$ cat src/hw/cfsr_defs.svh
// offsets, field positions and reset values of the fault status bank
`ifndef CFSR_DEFS_SVH
`define CFSR_DEFS_SVH

`define CFSR_OFS_FAULT_A 8'h20
`define CFSR_OFS_FAULT_B 8'h21
`define CFSR_OFS_FLAGS_A 8'h22
`define CFSR_RESET_VALUE 8'h00
`define CFSR_READ_ZERO 8'h00

// event flag bit positions
`define CFSR_FLG_ICL 7
`define CFSR_FLG_VCL 6
`define CFSR_FLG_WDG 5
`define CFSR_FLG_WEAK 4
`define CFSR_FLG_PG 3
`define CFSR_FLG_AC2 2
`define CFSR_FLG_AC1 1
`define CFSR_FLG_BUS 0

// width of the synchronised condition vector
`define CFSR_COND_WIDTH 21

`endif

$ cat src/hw/cfsr_pkg.sv
// types of the charger fault status bank
package cfsr_pkg;

  // live fault conditions, first register order
  typedef struct packed {
    logic battery_discharge_limit_active;
    logic bus_input_overvoltage;
    logic battery_overvoltage;
    logic bus_input_overcurrent;
    logic battery_overcurrent;
    logic converter_overcurrent;
    logic second_input_overvoltage;
    logic first_input_overvoltage;
  } cfsr_fault_a_type;

  // live fault conditions of the second register
  typedef struct packed {
    logic system_rail_short;
    logic system_rail_overvoltage;
    logic reverse_supply_overvoltage;
    logic reverse_supply_undervoltage;
    logic thermal_shutdown_active;
  } cfsr_fault_b_type;

  // status lines whose changes raise event flags
  typedef struct packed {
    logic input_current_limit;
    logic input_voltage_limit;
    logic watchdog_expired;
    logic weak_source;
    logic power_good;
    logic second_input_present;
    logic first_input_present;
    logic bus_present;
  } cfsr_event_src_type;

endpackage : cfsr_pkg

$ cat src/hw/cfsr_regs.sv
// charger fault status registers and event flags, register port side
`timescale 1ns/1ps
`include "cfsr_defs.svh"
module cfsr_regs (
  // clock and reset
  input wire logic mclk,
  input wire logic rst_b,
  // register port from the serial control engine
  input wire logic rd_en,
  input wire logic wr_en,
  input wire logic [7:0] addr,
  input wire logic [7:0] wdata,
  output logic [7:0] rdata_q,
  output logic rvalid_q,
  output logic wack_q,
  // live protection conditions from the analog side
  input wire cfsr_pkg::cfsr_fault_a_type fault_a_in,
  input wire cfsr_pkg::cfsr_fault_b_type fault_b_in,
  // status lines that raise event flags
  input wire cfsr_pkg::cfsr_event_src_type event_src_in
);

  logic rst_meta_q;
  logic rst_n_q;
  logic [`CFSR_COND_WIDTH-1:0] cond_s;
  cfsr_pkg::cfsr_fault_a_type fault_a_s;
  cfsr_pkg::cfsr_fault_b_type fault_b_s;
  cfsr_pkg::cfsr_event_src_type src_s;
  cfsr_pkg::cfsr_event_src_type src_prev_q;
  logic [7:0] fault_a_word;
  logic [7:0] fault_b_word;
  logic [7:0] flags_q;
  logic [7:0] flags_d;
  logic [7:0] flag_set;
  logic rd_flags;

  // byte for a register offset; unmapped offsets read zero
  function automatic logic [7:0] reg_value(
    input logic [7:0] a,
    input logic [7:0] fa,
    input logic [7:0] fb,
    input logic [7:0] fl
  );
    logic [7:0] v;
    v = `CFSR_READ_ZERO;
    case (a)
      `CFSR_OFS_FAULT_A: v = fa;
      `CFSR_OFS_FAULT_B: v = fb;
      `CFSR_OFS_FLAGS_A: v = fl;
      default: v = `CFSR_READ_ZERO;
    endcase
    return v;
  endfunction : reg_value

  // reset release through two flops, assertion is still immediate
  always_ff @(posedge mclk or negedge rst_b) begin
    if (!rst_b) begin
      rst_meta_q <= 1'b0;
      rst_n_q <= 1'b0;
    end else begin
      rst_meta_q <= 1'b1;
      rst_n_q <= rst_meta_q;
    end
  end

  // every analog level crosses two flops before any logic looks at it
  cfsr_sync #(
    .WIDTH(`CFSR_COND_WIDTH)
  ) u_sync (
    .mclk(mclk),
    .rst_n(rst_n_q),
    .async_d({fault_a_in, fault_b_in, event_src_in}),
    .sync_q(cond_s)
  );

  assign {fault_a_s, fault_b_s, src_s} = cond_s;

  // status bytes follow the live conditions, nothing latched
  assign fault_a_word = fault_a_s;
  // reserved bits 3, 1 and 0 tied low
  assign fault_b_word = {fault_b_s.system_rail_short,
                         fault_b_s.system_rail_overvoltage,
                         fault_b_s.reverse_supply_overvoltage,
                         fault_b_s.reverse_supply_undervoltage,
                         1'b0,
                         fault_b_s.thermal_shutdown_active,
                         2'b00};

  // previous level of each event source for edge detection
  always_ff @(posedge mclk or negedge rst_n_q) begin
    if (!rst_n_q) begin
      src_prev_q <= '0;
    end else begin
      src_prev_q <= src_s;
    end
  end

  // limit, watchdog and weak source on rise; the rest on any change
  always_comb begin
    flag_set = 8'h00;
    flag_set[`CFSR_FLG_ICL] = src_s.input_current_limit &
                              ~src_prev_q.input_current_limit;
    flag_set[`CFSR_FLG_VCL] = src_s.input_voltage_limit &
                              ~src_prev_q.input_voltage_limit;
    flag_set[`CFSR_FLG_WDG] = src_s.watchdog_expired &
                              ~src_prev_q.watchdog_expired;
    flag_set[`CFSR_FLG_WEAK] = src_s.weak_source &
                               ~src_prev_q.weak_source;
    flag_set[`CFSR_FLG_PG] = src_s.power_good ^
                             src_prev_q.power_good;
    flag_set[`CFSR_FLG_AC2] = src_s.second_input_present ^
                              src_prev_q.second_input_present;
    flag_set[`CFSR_FLG_AC1] = src_s.first_input_present ^
                              src_prev_q.first_input_present;
    flag_set[`CFSR_FLG_BUS] = src_s.bus_present ^
                              src_prev_q.bus_present;
  end

  assign rd_flags = rd_en && (addr == `CFSR_OFS_FLAGS_A);

  // clear on read, but a new event in the same cycle survives it
  assign flags_d = rd_flags ? flag_set : (flags_q | flag_set);

  // sticky event flags; writes never reach them
  always_ff @(posedge mclk or negedge rst_n_q) begin
    if (!rst_n_q) begin
      flags_q <= `CFSR_RESET_VALUE;
    end else begin
      flags_q <= flags_d;
    end
  end

  // read data captured at the read strobe, held until the next read
  always_ff @(posedge mclk or negedge rst_n_q) begin
    if (!rst_n_q) begin
      rdata_q <= `CFSR_RESET_VALUE;
      rvalid_q <= 1'b0;
    end else begin
      rvalid_q <= rd_en;
      if (rd_en) begin
        rdata_q <= reg_value(addr, fault_a_word, fault_b_word, flags_q);
      end
    end
  end

  // writes are acknowledged and dropped; data is deliberately unused
  always_ff @(posedge mclk or negedge rst_n_q) begin
    if (!rst_n_q) begin
      wack_q <= 1'b0;
    end else begin
      wack_q <= wr_en && (wdata == wdata);
    end
  end

  a_read_fault_a: assert property (@(posedge mclk) disable iff (!rst_n_q)
    rd_en && addr == `CFSR_OFS_FAULT_A |=>
      rvalid_q && rdata_q == $past(cond_s[20:13]))
    else $error("fault a read mismatch");

  a_read_fault_b: assert property (@(posedge mclk) disable iff (!rst_n_q)
    rd_en && addr == `CFSR_OFS_FAULT_B |=>
      rdata_q[3] == 1'b0 && rdata_q[1:0] == 2'b00 &&
      rdata_q[7:4] == $past(cond_s[12:9]) && rdata_q[2] == $past(cond_s[8]))
    else $error("fault b read mismatch");

  a_read_unmapped: assert property (@(posedge mclk) disable iff (!rst_n_q)
    rd_en && addr != `CFSR_OFS_FAULT_A && addr != `CFSR_OFS_FAULT_B &&
      addr != `CFSR_OFS_FLAGS_A |=> rdata_q == 8'h00)
    else $error("unmapped read not zero");

  a_flag_rise_set: assert property (@(posedge mclk) disable iff (!rst_n_q)
    $rose(src_s.input_current_limit) |=> flags_q[7])
    else $error("limit flag missed a rise");

  a_flag_pg_change: assert property (@(posedge mclk) disable iff (!rst_n_q)
    src_s.power_good != $past(src_s.power_good) |=> flags_q[3])
    else $error("power good flag missed a change");

  a_flag_presence: assert property (@(posedge mclk) disable iff (!rst_n_q)
    $changed(src_s.bus_present) ##1 !rd_flags [*2] |=> flags_q[0])
    else $error("presence flag not held");

  a_flag_sticky: assert property (@(posedge mclk) disable iff (!rst_n_q)
    !rd_flags |=> (flags_q & $past(flags_q)) == $past(flags_q))
    else $error("flag dropped without read");

  a_flag_clear: assert property (@(posedge mclk) disable iff (!rst_n_q)
    rd_flags && flag_set == 8'h00 |=> flags_q == 8'h00 &&
      rdata_q == $past(flags_q))
    else $error("flag read did not clear");

  a_write_ignored: assert property (@(posedge mclk) disable iff (!rst_n_q)
    wr_en && !rd_en && flag_set == 8'h00 |=> $stable(flags_q) &&
      $stable(rdata_q) && wack_q)
    else $error("write changed state");

  a_rvalid_pulse: assert property (@(posedge mclk) disable iff (!rst_n_q)
    rvalid_q && !$past(rd_en, 1) |-> 1'b0)
    else $error("read valid without read");

  // a clearing read must never swallow an event of the same cycle
  a_flag_set_wins: assert property (@(posedge mclk) disable iff (!rst_n_q)
    rd_flags |=> (flags_q & $past(flag_set)) == $past(flag_set))
    else $error("event lost to clearing read");

  a_flag_vcl_rise: assert property (@(posedge mclk) disable iff (!rst_n_q)
    $rose(src_s.input_voltage_limit) |=> flags_q[6])
    else $error("voltage limit flag missed a rise");

  a_flag_wdg_rise: assert property (@(posedge mclk) disable iff (!rst_n_q)
    $rose(src_s.watchdog_expired) |=> flags_q[5])
    else $error("watchdog flag missed a rise");

  a_flag_weak_rise: assert property (@(posedge mclk) disable iff (!rst_n_q)
    $rose(src_s.weak_source) |=> flags_q[4])
    else $error("weak source flag missed a rise");

  // the weak source flag stays quiet when its source drops
  a_flag_no_fall: assert property (@(posedge mclk) disable iff (!rst_n_q)
    $fell(src_s.weak_source) && !flags_q[4] |=> !flags_q[4])
    else $error("weak source flag set on a fall");

  a_flag_ac2_change: assert property (@(posedge mclk) disable iff (!rst_n_q)
    $changed(src_s.second_input_present) |=> flags_q[2])
    else $error("second input flag missed a change");

  a_flag_ac1_change: assert property (@(posedge mclk) disable iff (!rst_n_q)
    $changed(src_s.first_input_present) |=> flags_q[1])
    else $error("first input flag missed a change");

  a_read_answer: assert property (@(posedge mclk) disable iff (!rst_n_q)
    rd_en |=> rvalid_q)
    else $error("read not answered");

  a_write_answer: assert property (@(posedge mclk) disable iff (!rst_n_q)
    wr_en |=> wack_q)
    else $error("write not acknowledged");

endmodule : cfsr_regs

$ cat src/hw/cfsr_sync.sv
// two flip-flop synchroniser for a vector of asynchronous levels
`timescale 1ns/1ps
module cfsr_sync #(
  parameter int WIDTH = 8
) (
  // clock and reset
  input wire logic mclk,
  input wire logic rst_n,
  // asynchronous levels in, synchronised out
  input wire logic [WIDTH-1:0] async_d,
  output logic [WIDTH-1:0] sync_q
);

  logic [WIDTH-1:0] meta_q;

  // first stage feeds only the second stage
  always_ff @(posedge mclk or negedge rst_n) begin
    if (!rst_n) begin
      meta_q <= '0;
      sync_q <= '0;
    end else begin
      meta_q <= async_d;
      sync_q <= meta_q;
    end
  end

endmodule : cfsr_sync

$ cat config.mk
export PLATFORM = sky130hd
export DESIGN_NAME = cfsr_regs
export DESIGN_NICKNAME = d
export VERILOG_FILES = /design/src/hw/cfsr_pkg.sv /design/src/hw/cfsr_regs.sv /design/src/hw/cfsr_sync.sv
export VERILOG_INCLUDE_DIRS = /design/src /design/src/hw
export SDC_FILE = /design/constraint.sdc
export NUM_CORES = 1
export LEC_CHECK = 0
export ABC_AREA = 1
export BUFFER_PORTS_ARGS = -buffer_cell sky130_fd_sc_hd__buf_2
export CORE_ASPECT_RATIO = 0.9
export CORE_MARGIN = 5
export CORE_UTILIZATION = 35
export DETAILED_ROUTE_END_ITERATION = 7
export HOLD_SLACK_MARGIN = 0.15
export SYNTH_ARGS = -nofsm -noshare
export SYNTH_HDL_FRONTEND = slang
export SYNTH_HIERARCHICAL = 1
export SYNTH_SLANG_ARGS = --single-unit
export TNS_END_PERCENT = 50
$ cat constraint.sdc
create_clock -name mclk -period 3.3 [get_ports mclk]
set_input_delay 0.495 -clock mclk [delete_from_list [all_inputs] [get_ports mclk]]
set_output_delay 0.495 -clock mclk [all_outputs]
set_load 0.03 [all_outputs]
==> run_summary.xml <==
<?xml version="1.0" encoding="UTF-8"?>
<metrics>
  <group name="status">
    <metric name="status" unit="">finished, final reports clean</metric>
  </group>
  <group name="sta">
    <metric name="min_period_over_period" unit="">0.4292</metric>
    <metric name="maxSlewViolCount" unit="">0</metric>
    <metric name="finalSetupViolCount" unit="">0</metric>
    <metric name="final.setup.tns" unit="ns">0</metric>
    <metric name="min_period" unit="ns">1.416</metric>
    <metric name="finalClockSkew" unit="ns">0.005512</metric>
    <metric name="max_freq" unit="GHz">0.7060</metric>
    <metric name="transition_time_at_the_pin_with_the_least_slew_margin" unit="ns">0.7178</metric>
    <metric name="grt_setup_unrepaired" unit="">false</metric>
    <metric name="timing.final.hold_violations" unit="">0</metric>
    <metric name="maxSlewHeadroom" unit="">0.5215</metric>
  </group>
  <group name="worst_setup_path">
    <metric name="critical_path.slowest_cell" unit="">dfrtp_1</metric>
    <metric name="cp.arrival" unit="ns">0.92</metric>
    <metric name="critPathMaxStageDelay" unit="ns">0.39</metric>
    <metric name="critical_path_peak_fanout" unit="">2</metric>
    <metric name="worst-endpoint-required" unit="ns">2.80</metric>
    <metric name="path_cells" unit="">buf_2</metric>
    <metric name="worstPathBufferInverterCount" unit="">1</metric>
    <metric name="worstSetupEndpointType" unit="">primary output</metric>
    <metric name="worst_setup_start_kind" unit="">flip-flop</metric>
    <metric name="path_class" unit="">reg -&gt; out</metric>
    <metric name="cpLargestDelayFamily" unit="">flip-flops</metric>
  </group>
  <group name="clock_tree">
    <metric name="insertion_delay" unit="ns">0.34</metric>
    <metric name="clk_root_buffer_cell" unit="">clkbuf_8</metric>
    <metric name="post_cts_resized" unit="">0</metric>
    <metric name="max-clock-path-buffers" unit="">2</metric>
    <metric name="clock-sinks" unit="">70</metric>
    <metric name="total_cts_buffers" unit="">9</metric>
    <metric name="cts_tree" unit="">done</metric>
    <metric name="clock_transition_at_the_registers_of_the_reported_paths" unit="ns">0.07</metric>
    <metric name="htreeDepth" unit="">3</metric>
  </group>
  <group name="place">
    <metric name="placed_cells_incl_taps" unit="">298</metric>
    <metric name="dp_hpwl" unit="um">2498</metric>
    <metric name="gpl.final_weighted_congestion" unit="">0.7338</metric>
    <metric name="port_buffers" unit="">42</metric>
  </group>
  <group name="floorplanning">
    <metric name="rows" unit="">27</metric>
    <metric name="boundaryPins" unit="">51</metric>
    <metric name="die_height" unit="um">86.46</metric>
    <metric name="floorplan.initialDensity" unit="">0.3657</metric>
    <metric name="area_of_the_die" unit="um^2">8210</metric>
    <metric name="coreArea" unit="um^2">6216</metric>
    <metric name="chip_width" unit="um">94.96</metric>
  </group>
  <group name="detailed_routing">
    <metric name="route.detailed.vias_per_inst" unit="">4.165</metric>
    <metric name="totalWireLength" unit="um">3770</metric>
    <metric name="drt_pre_antenna_iters" unit="">4</metric>
    <metric name="drt.antenna.violating_nets" unit="">0</metric>
    <metric name="initialDrtViolationCount" unit="">43</metric>
    <metric name="routed_wire_length_per_instance" unit="um">11.97</metric>
    <metric name="drt_drc_violations_left" unit="">0</metric>
    <metric name="routed-via-count" unit="">1312</metric>
  </group>
  <group name="finish">
    <metric name="final_cell_mix" unit="">69 x dfrtp_1, 42 x buf_2, 35 x nand2_1</metric>
    <metric name="share_of_layout_cells_above_drive_strength_1" unit="">0.2939</metric>
    <metric name="final_common_cell" unit="">dfrtp_1</metric>
    <metric name="num-nets-final" unit="">264</metric>
    <metric name="layout-area-overhead-vs-synth" unit="%">22.29</metric>
    <metric name="final-instance-count-excl-fill" unit="">315</metric>
    <metric name="antenna_cells_inserted" unit="">0</metric>
  </group>
  <group name="global_routing">
    <metric name="grt_usage" unit="">0.1081</metric>
    <metric name="grt_pass1_vias" unit="">1335</metric>
    <metric name="remaining_global_route_overflow" unit="">0</metric>
    <metric name="maximum_number_of_pins_on_one_net_before_global_route_repair" unit="">36</metric>
    <metric name="grt_pass1_wl" unit="um">6458</metric>
    <metric name="grt_antenna_before_repair" unit="">0</metric>
  </group>
  <group name="yosys">
    <metric name="syn_area_per_cell" unit="um^2">13.29</metric>
    <metric name="ys_types" unit="">14</metric>
    <metric name="yosys_synthesis_warning_count" unit="">6</metric>
    <metric name="post_synth_inst_count" unit="">171</metric>
    <metric name="post_synthesis_net_count" unit="">212</metric>
    <metric name="postSynthRegisterBits" unit="">70</metric>
    <metric name="syn-cell-area" unit="um^2">2273</metric>
    <metric name="synth_seq_area_share" unit="">0.7705</metric>
  </group>
  <group name="pwr">
    <metric name="ir_worst_vdd" unit="V">0.0003621</metric>
    <metric name="static-leakage-power" unit="uW">0.001374</metric>
    <metric name="power.density" unit="nW/um^2">594.0</metric>
  </group>
  <group name="run">
    <metric name="timing.max_cap.violations" unit="">0</metric>
  </group>
  <group name="min_path">
    <metric name="hold_class" unit="">in -&gt; reg</metric>
  </group>
</metrics>
## cell usage after synthesis
library cell | number | area, um^2
nand3_1 | 26 | 130.1
nor2_4 | 2 | 22.52
buf_2 | 1 | 5.000
nand2_4 | 2 | 22.52
nand2_1 | 35 | 131.4
xnor2_1 | 4 | 35.03
inv_1 | 12 | 45.04
nor2_8 | 1 | 20.02
o21ai_1 | 12 | 60.06
dfrtp_1 | 70 | 1752
buf_6 | 3 | 33.78
nand2_2 | 1 | 6.260
conb_1 | 1 | 3.750
nor2_2 | 1 | 6.260
## registers in the layout, indices dropped and copies added (netlist names)
| name | count |
|---|---|
| rst_meta_q | 1 |
| flags_q | 8 |
| rvalid_q | 1 |
| u_sync/sync_q | 21 |
| u_sync/meta_q | 21 |
| src_prev_q | 8 |
| rst_n_q | 1 |
| rdata_q | 8 |
| wack_q | 1 |
## area by class of cell
class	instances	area [um^2]
clock inverters	5	58.81
repair buffers	45	235.2
flip-flops and latches	70	1753
well taps	87	108.9
multi-input cells	85	437.9
fillers	602	3436
clock buffers	11	141.4
inverters	12	45.04
## worst paths after layout
path / end / from / cells after the start / slack [ns]
worst max-delay path: rdata_q[0] / rdata_q[0] / 1 / 1.88
min in group asynchronous: u_sync/meta_q[0] / rst_n_q / 0 / 0.33
worst min-delay path: u_sync/meta_q[4] / event_src_in[4] / 1 / 0.25
max in group asynchronous: flags_q[4] / rst_n_q / 1 / 2.25
worst min register to register: u_sync/meta_q[0] / rst_n_q / 0 / 0.33
worst max register to register: flags_q[4] / rst_n_q / 1 / 2.25
## repair_timing
item / 4_1_cts / 5_1_grt
setup buffers: 0 / 0
hold buffers: 1 / 0
endpoints found under the hold margin: 2 / 0
## kinds of logic (layout without fill, tap and decap cells)
logic type	count (synthesis)	count (layout)	share of synthesized area
flops	70	70	0.7705
simple gates	68	68	0.1491
buf+inv	16	73	0.03687
compound gates	12	12	0.02642
xor+xnor	4	4	0.01541
other cells	1	1	0.001649
## per-stage QoR
step | hold slack [ns] | cell area [um^2] | util | setup slack (ns) | power [uW]
floorplan | 0.1994 | 2273 | - | 1.206 | 957.8
finish | 0.2481 | 2780 | 0.4473 | 1.884 | 1651
global route | 0.2191 | 2780 | 0.4473 | 1.827 | 1722
detailed placement | 0.2828 | 2570 | 0.4134 | 1.663 | 991.1
CTS | 0.2303 | 2780 | 0.4473 | 1.869 | 1677
global placement | 0.2799 | 2570 | 0.4134 | 1.667 | 989.0
## per-layer routing
metal  share of wire  wire length, um  vias to the layer above  track usage
met5               0                0                        -            0
met4           0.016               61                        0      0.05111
met3           0.081              305                        8      0.05642
met2            0.45             1690                       41       0.1588
met1            0.45             1713                      619       0.1311
li1                -                -                      644            -
## power by group
part	total, uW	switching, uW	internal (uW)	leakage (uW)
clock network	679	310	369	0.0000955
registers	911	18.7	892	0.000810
logic	61.7	37.1	24.6	0.000469
total	1650	365	1290	0.00137
No activity file was read; power rests on OpenSTA's default activity.
